<file path="src/rfim_pkg.sv">
// Package for the rail fault interrupt masking block: register map, fields, reset values.
// Assumes a 32-bit AHB-Lite register bus and a single clock.
package rfim_pkg;
   // Register byte addresses.
   localparam logic [7:0] AddrLive    = 8'h00;
   localparam logic [7:0] AddrMask1   = 8'h04;
   localparam logic [7:0] AddrStatus  = 8'h08;
   localparam logic [7:0] AddrIrqMask = 8'h0C;
   localparam logic [7:0] AddrLoad    = 8'h10;
   // Mask register fields.
   localparam int Rail4Bit  = 3;
   localparam int Rail5Bit  = 4;
   localparam int Rail6Bit  = 5;
   localparam int MaskWidth = 6;
   localparam int RailFirst = 3;
   localparam int RailCount = 3;
   localparam logic [7:0] Mask1Reset   = 8'h00;
   localparam logic [7:0] Mask1Used    = 8'h3F;
   // Live register field.
   localparam int OtWarnBit = 0;
   // Sticky status layout: bit 0 over-temperature warning rise, bits 1..3 rail 4..6 undervoltage rise.
   localparam int EventCount = 4;
   localparam logic [3:0] StatusReset  = 4'h0;
   localparam logic [3:0] IrqMaskReset = 4'h0;
   // Transfer type and size codes.
   localparam logic [1:0] TransNonseq = 2'h2;
   localparam logic [2:0] SizeWord    = 3'h2;
endpackage : rfim_pkg

</file>
<file path="src/rfim_top.sv">
// Rail fault interrupt masking: over-temperature warning live bit, undervoltage mask register,
// sticky event status with its own mask, and the active-low interrupt pin.
// Assumes fault inputs synchronous to clk and a single AHB-Lite master.
//
// Functional notes
// - Over-temperature warning live bit reads 1 while warning present, 0 after.
// - Mask bit 5 at 0 lets rail six undervoltage drive the pin; 1 blocks.
// - Mask bit 4 at 0 lets rail five undervoltage drive the pin; 1 blocks.
// - Mask bit 3 at 0 lets rail four undervoltage drive the pin; 1 blocks.
`timescale 1ns/100ps
`default_nettype none
module rfim_top
(
   // Clock and reset
   input  wire logic        clk,
   input  wire logic        rst,
   // AHB-Lite slave
   input  wire logic        hsel,
   input  wire logic [31:0] haddr,
   input  wire logic [1:0]  htrans,
   input  wire logic        hwrite,
   input  wire logic [2:0]  hsize,
   input  wire logic        hready,
   input  wire logic [31:0] hwdata,
   output var  logic [31:0] hrdata,
   output var  logic        hreadyout,
   output var  logic        hresp,
   // Fault inputs and non-volatile load
   input  wire logic        otWarn,
   input  wire logic [2:0]  railUv,
   input  wire logic        nvmLoad,
   input  wire logic [7:0]  nvmMask,
   // Outputs
   output var  logic        intPinN,
   output var  logic        irq
);
   logic        wrPend_r;
   logic [7:0]  wrAddr_r;
   logic [7:0]  mask1_r;
   logic        otLive_r;
   logic [2:0]  railLive_r;
   logic [3:0]  status_r;
   logic [3:0]  irqMask_r;
   logic [3:0]  evRise;
   logic [3:0]  evNow;
   logic [3:0]  evPrev_r;
   logic [2:0]  railPass;
   logic        addrOk;
   logic        wrMask1;
   logic        wrStatus;
   logic        wrIrqMask;

   assign hreadyout = 1'b1;
   assign hresp     = 1'b0;
   assign addrOk    = hsel && hready && htrans == rfim_pkg::TransNonseq && hsize == rfim_pkg::SizeWord;

   // Address phase capture for writes; data arrives in the following cycle.
   always_ff @(posedge clk or posedge rst)
   begin
      if (rst)
      begin
         wrPend_r <= 1'b0;
         wrAddr_r <= 8'h00;
      end
      else
      begin
         wrPend_r <= addrOk && hwrite;
         if (addrOk)
         begin
            wrAddr_r <= haddr[7:0];
         end
      end
   end

   assign wrMask1   = wrPend_r && wrAddr_r == rfim_pkg::AddrMask1;
   assign wrStatus  = wrPend_r && wrAddr_r == rfim_pkg::AddrStatus;
   assign wrIrqMask = wrPend_r && wrAddr_r == rfim_pkg::AddrIrqMask;

   // A bus write wins over a simultaneous non-volatile load, being the later intent of software.
   always_ff @(posedge clk or posedge rst)
   begin
      if (rst)
      begin
         mask1_r <= rfim_pkg::Mask1Reset;
      end
      else if (wrMask1)
      begin
         mask1_r <= hwdata[7:0] & rfim_pkg::Mask1Used;
      end
      else if (nvmLoad)
      begin
         mask1_r <= nvmMask & rfim_pkg::Mask1Used;
      end
   end

   always_ff @(posedge clk or posedge rst)
   begin
      if (rst)
      begin
         irqMask_r <= rfim_pkg::IrqMaskReset;
      end
      else if (wrIrqMask)
      begin
         irqMask_r <= hwdata[3:0];
      end
   end

   // Live bits follow the conditions and fall by themselves.
   always_ff @(posedge clk or posedge rst)
   begin
      if (rst)
      begin
         otLive_r   <= 1'b0;
         railLive_r <= 3'h0;
      end
      else
      begin
         otLive_r   <= otWarn;
         railLive_r <= railUv;
      end
   end

   // Per-rail gating: mask bit 0 passes the fault, 1 blocks it.
   genvar g;
   generate
      for (g = 0; g < rfim_pkg::RailCount; g++)
      begin : gRail
         assign railPass[g] = railLive_r[g] && !mask1_r[rfim_pkg::RailFirst + g];
      end
   endgenerate

   // Pin is registered so it never glitches on the board.
   always_ff @(posedge clk or posedge rst)
   begin
      if (rst)
      begin
         intPinN <= 1'b1;
      end
      else
      begin
         intPinN <= !(|railPass);
      end
   end

   // Sticky events on rising edges; a new event beats a write-one clear in the same cycle.
   assign evNow = {railLive_r, otLive_r};
   assign evRise = evNow & ~evPrev_r;

   always_ff @(posedge clk or posedge rst)
   begin
      if (rst)
      begin
         evPrev_r <= 4'h0;
         status_r <= rfim_pkg::StatusReset;
      end
      else
      begin
         evPrev_r <= evNow;
         status_r <= (status_r & ~(wrStatus ? hwdata[3:0] : 4'h0)) | evRise;
      end
   end

   always_ff @(posedge clk or posedge rst)
   begin
      if (rst)
      begin
         irq <= 1'b0;
      end
      else
      begin
         irq <= |(status_r & ~irqMask_r);
      end
   end

   // Read data registered in the address phase, presented in the data phase.
   always_ff @(posedge clk or posedge rst)
   begin
      if (rst)
      begin
         hrdata <= 32'h0000_0000;
      end
      else if (addrOk && !hwrite)
      begin
         if (haddr[7:0] == rfim_pkg::AddrLive)
         begin
            hrdata <= {28'h000_0000, railLive_r, otLive_r};
         end
         else if (haddr[7:0] == rfim_pkg::AddrMask1)
         begin
            hrdata <= {24'h00_0000, mask1_r};
         end
         else if (haddr[7:0] == rfim_pkg::AddrStatus)
         begin
            hrdata <= {28'h000_0000, status_r};
         end
         else if (haddr[7:0] == rfim_pkg::AddrIrqMask)
         begin
            hrdata <= {28'h000_0000, irqMask_r};
         end
         else
         begin
            hrdata <= 32'h0000_0000;
         end
      end
   end
endmodule : rfim_top
`default_nettype wire

</file>
<file path="config.mk">
export PLATFORM = sky130hd
export DESIGN_NAME = rfim_top
export DESIGN_NICKNAME = d
export VERILOG_FILES = /design/src/rfim_pkg.sv /design/src/rfim_top.sv
export SDC_FILE = /design/constraint.sdc
export NUM_CORES = 1
export LEC_CHECK = 0
export ABC_AREA = 1
export BUFFER_PORTS_ARGS = -buffer_cell sky130_fd_sc_hd__clkbuf_2
export CAP_MARGIN = 20
export CORE_ASPECT_RATIO = 0.8
export CORE_MARGIN = 8
export CORE_UTILIZATION = 43
export CTS_CLUSTER_DIAMETER = 50
export DETAILED_ROUTE_END_ITERATION = 10
export GPL_TIMING_DRIVEN = 0
export MAX_ROUTING_LAYER = met4
export PLACE_DENSITY = 0.8
export SLEW_MARGIN = 20
export SYNTH_ARGS = -nofsm -noshare
export SYNTH_HDL_FRONTEND = slang
export SYNTH_SLANG_ARGS = --single-unit
export TNS_END_PERCENT = 5
</file>
<file path="constraint.sdc">
create_clock -name clk -period 1.8 [get_ports clk]
set_input_delay 0.36 -clock clk [delete_from_list [all_inputs] [get_ports clk]]
set_output_delay 0.36 -clock clk [all_outputs]
set_load 0.02 [all_outputs]
</file>
-- Word level (Yosys, flattened, before mapping)
Index checks and enable logic that the tools add are counted.
- bits in registers: 67
- bits of input ports: 87
- equality and inequality tests: 8
- multiplexer cells: 7
- bitwise logic cells: 7
- reduce and logical (&&, ||, !) cells: 20
- operator list (kind ; count):
    $eq 8x4->1 const B ; 4
    $mux 8 ; 4
    $eq 8x3->1 const B ; 2
    $and 4x4->4 ; 3
    $mux 4 ; 3
    $not 4->4 ; 3
    $logic_and 1x1->1 ; 11
    $logic_not 8->1 ; 1
    $logic_not 1->1 ; 5
    $or 4x4->4 ; 1
    $reduce_or 4->1 ; 1
    $eq 3x2->1 const B ; 1
    $reduce_or 3->1 ; 1
    $eq 2x2->1 const B ; 1
    $reduce_bool 2->1 ; 1

-- Logic depth before layout (Yosys ltp)
- depth after elaboration: 6
- gate-level depth with buffers: 9
- gate-level depth less buffers: 9

-- Worst setup path before layout
Ideal clock, no wire load.
- path kind: reg2reg
- start: reg wrAddr_r[0]
- end: reg mask1_r[0]
- data arrival time: 1131 ps
- slack: 545 ps
- stages on the path, launching flop included: 7
- path buffers: 1
- period minus slack after synthesis: 1255 ps
- path through: dfrtp_1 > nor2_1 > nor3b_4 > nand2_2 > buf_6 > nand3_1 > nand3_1
- longest elaborated chain between the ends: 3
- RTL lines (element ; line ; source):
    from (decl) ; rfim_top.sv:38 ; logic [7:0] wrAddr_r;
    from (signal assigned) ; rfim_top.sv:70 ; wrAddr_r <= haddr[7:0];
    $eq 8x3->1 (*) ; rfim_top.sv:75 ; assign wrMask1 = wrPend_r && wrAddr_r == rfim_pkg::AddrMask1;
    $logic_and 1x1->1 (*) ; rfim_top.sv:75 ;
    $mux 8 / $reduce_bool 2->1 (equally long branches) ; -- ;
    to (signal assigned) ; rfim_top.sv:84 ; mask1_r <= rfim_pkg::Mask1Reset;
    to (signal assigned) ; rfim_top.sv:88 ; mask1_r <= hwdata[7:0] & rfim_pkg::Mask1Used;
    to (signal assigned) ; rfim_top.sv:92 ; mask1_r <= nvmMask & rfim_pkg::Mask1Used;
    to (decl) ; rfim_top.sv:39 ; logic [7:0] mask1_r;
Mark *: on every way between the ends. The rest lies on a longest branch, timed or not.
A chain may end at the register's enable or synchronous reset.

-- Final worst setup path
Same ends and word-level chain as after synthesis.

==> impl_results.md <==
- GRT Resource Usage Total: 13.90%
- Worst skew pair latency: 290 ps
- Fill cell count: 432
- Worst-path clk slew: 80 ps
- TritonCTS clock tree: built
- Final HPWL DP: 3697 um
- DIE AREA: 0.007069 sq mm
- Register area: 977.2 sq um
- Primary FF master, synth: dfrtp_1
- Worst Path Arrival: 1710 ps
- Area of the multi-input gates: 762.0 sq um
- DR DRC count: 0
- Die Wd: 92.03 um
- Synth cell count leaders: nand2_1 (45), nand3_1 (39), dfrtp_1 (38)
- Routed WL per cell: 12.25 um
- Min-Delay Path Depth: 1
- Hold Slack: 166.7 ps
- Req. time, crit path: 1980 ps
- Vias in the first global route: 1683
- Final GP Congestion: 0.8433
- Fmax: 651.7 MHz
- Synth Instances: 240
- Clock Tree Buf Depth: 2
- DIE HEIGHT: 76.82 um
- Detailed Route Iter0 Violations: 124
- Worst R2R End: mask1_r[0]$_DFFE_PP0P_
- Clock tree root buffer cell: clkbuf_8
- Starting Density: 44.04%
- Post-route ant nets: 0
- Post-synth EDFFs: 0
- Gr busiest metal: met2
- Crit start category: flip-flop
- I/O Buffers: 42
- Met2 usage: 21.04%
- Clock sink total: 39
- Global-route wire length before repair: 7886 um
- Period utilization: 85.25%
- Synth Cell Area: 0.001988 sq mm
- Sequential-to-total area share from yosys stat: 49.15%
- Async S/R FF share, synth: 100.0%
- Worst hold path endpoint: railLive_r[0]$_DFF_PP0_
- Max Transition Viols Final: 0
- CTS Buf Count: 5
- Area grow syn2layout: 26.56%
- Top-area cell type share of the netlist area: 47.83%
- Core region area: 0.004514 sq mm
- Grt ovf: 0
- Nets: 404
- Initial DRT Pass Iterations: 4
- Yosys warns: 0
- Flop-to-flop setup slack: 270 ps
- Setup_tns: 0 ps
- Via count: 1680
- Status: completed
- Pwr/cell area: 781.6 mW/mm^2
- Post-synth top area cell: dfrtp_1
- Max-slew headroom: 66.53%
- Crit. End Element: flip-flop
- Routing usage on met1: 17.33%
- Setup Crit Path Kind: flip-flop to flip-flop
- Leak: 1.448 nW
- RSZ-0062 raised after global routing: false
- R2R depth: 6
- Worst-margin pin slew: 497.5 ps
- Top-count cell post-synth: nand2_1
- Num rows: 22
- Reg2reg start: wrAddr_r[0]$_DFFE_PP0P_
- Hold Crit Start: railUv[0]
- Via density: 4.444
- Final hold violation count: 0
- Share of layout cells above drive strength 1: 28.93%
- Crit path max fanout: 10
- Hold Crit Class: input pin to flip-flop
- N_diodes: 0
- I/O pin count: 123
- Setup Skew: 9.603 ps
- Largest net degree at the start of global routing: 29
- Grt met3 use: 3.794%
- Min Tclk post-route: 1535 ps
- Endpoints failing setup: 0
- Setup Fix Bufs, Post-CTS: 0
- Htree depth: 2
- Cell variety after synth: 21
- MaxCap Viol Count: 0
- Top cells by area in the synthesized netlist: dfrtp_1 (48%), buf_4 (11%), nand3_1 (9.8%), nand2_1 (8.5%), inv_1 (5.9%)
- Synthesized flop and latch total: 39
- Initial antenna violation count: 0
- Syn_area_per_cell: 8.284 sq um
- Final WL: 4631 um
- VDD IR-drop max: 0.5063 mV
## through the flow
step                      instance area [sq um]  setup WS (ps)  utilization (%)  power [mW]  instances
after floorplan                            2086          545.2                -       1.152        266
after global placement                     2371          68.49            52.52       1.218        368
after detailed placement                   2391          249.1            52.97       1.233        369
after CTS                                  2516          284.1            55.74       1.974        378
after global routing                       2516          180.5            55.74       2.044        378
final                                      2516          265.5            55.74       1.967        378
## repair_timing
| action | CTS | global route |
|---|---|---|
| resized for setup | 0 | 0 |
| endpoints found under the hold margin | 11 | 0 |
| hold buffers | 1 | 0 |
## layout by cell type, fill, tap and decap left out, drive strengths merged
cell type and instances:
dlygate4sd3 1, nor3b 1, conb 28, nor4 1, a221oi 1, nand3 39
o21ai 13, dfstp 1, a21oi 6, clkinvlp 1, inv 32, nand2 47
buf 31, o22ai 1, mux2 2, or2 4, bufinv 1, dfrtp 38
nor2 18, clkbuf 48, o211ai 4
## flip-flops by register name (all words and copies together), names as in the netlist
| register | flops |
|---|---|
| status_r | 4 |
| hrdata | 6 |
| otLive_r | 1 |
| irq | 1 |
| intPinN | 1 |
| railLive_r | 3 |
| wrPend_r | 1 |
| irqMask_r | 4 |
| evPrev_r | 4 |
| wrAddr_r | 8 |
| mask1_r | 6 |
## cell families after synthesis
kind of cell	Yosys count	synth area share (%)
AND/OR/NAND/NOR	110	24.86
buffers and inverters	62	17.43
flip-flops	39	49.15
AO/OA/AOI/OAI	25	7.049
multiplexers	2	1.133
other	2	0.3777
## how the worst max path moves through the flow
stage | depth (start not counted) | startpoint | slack [ps] | endpoint
floorplan | 1 | rst | 550 | evPrev_r[0]$_DFF_PP0_
global placement | 2 | rst | 70 | railLive_r[0]$_DFF_PP0_
detailed placement | 7 | haddr[0] | 250 | hrdata[2]$_DFFE_PP0P_
CTS | 6 | wrAddr_r[0]$_DFFE_PP0P_ | 280 | mask1_r[0]$_DFFE_PP0P_
global route | 6 | wrAddr_r[0]$_DFFE_PP0P_ | 180 | mask1_r[0]$_DFFE_PP0P_
finish | 6 | wrAddr_r[0]$_DFFE_PP0P_ | 270 | mask1_r[0]$_DFFE_PP0P_
## critical path, stage by stage, from the launching register on
cell	delay [ps]
dfrtp_1	390
nor2_1	170
nor3b_4	420
nand2_2	130
buf_6	170
nand3_1	80
nand3_1	80
## routing by layer
layer  routed length (um)  share of wire [%]  up-vias
met5                    0                  0        -
met4                   33               0.71        0
met3                  249                5.4        4
met2                 2202                 48       55
met1                 2145                 46      762
li1                     -                  -      859
## power by group
group	switching [mW]	leakage (nW)	total (mW)	internal, mW
clock network	0.327	0.0548	0.745	0.417
logic	0.154	0.935	0.268	0.114
registers	0.0295	0.458	0.954	0.924
total	0.511	1.45	1.97	1.46
## final cells by class
| class | count | area share [%] |
|---|---|---|
| flip-flops and latches | 39 | 38.84 |
| multi-input cells | 165 | 30.28 |
| repair buffers | 44 | 9.547 |
| plain buffers | 31 | 9.150 |
| inverters | 31 | 4.625 |
| well taps | 60 | 2.984 |
| clock buffers | 5 | 2.735 |
| clock inverters | 3 | 1.840 |
No activity file was read; power rests on OpenSTA's default activity.
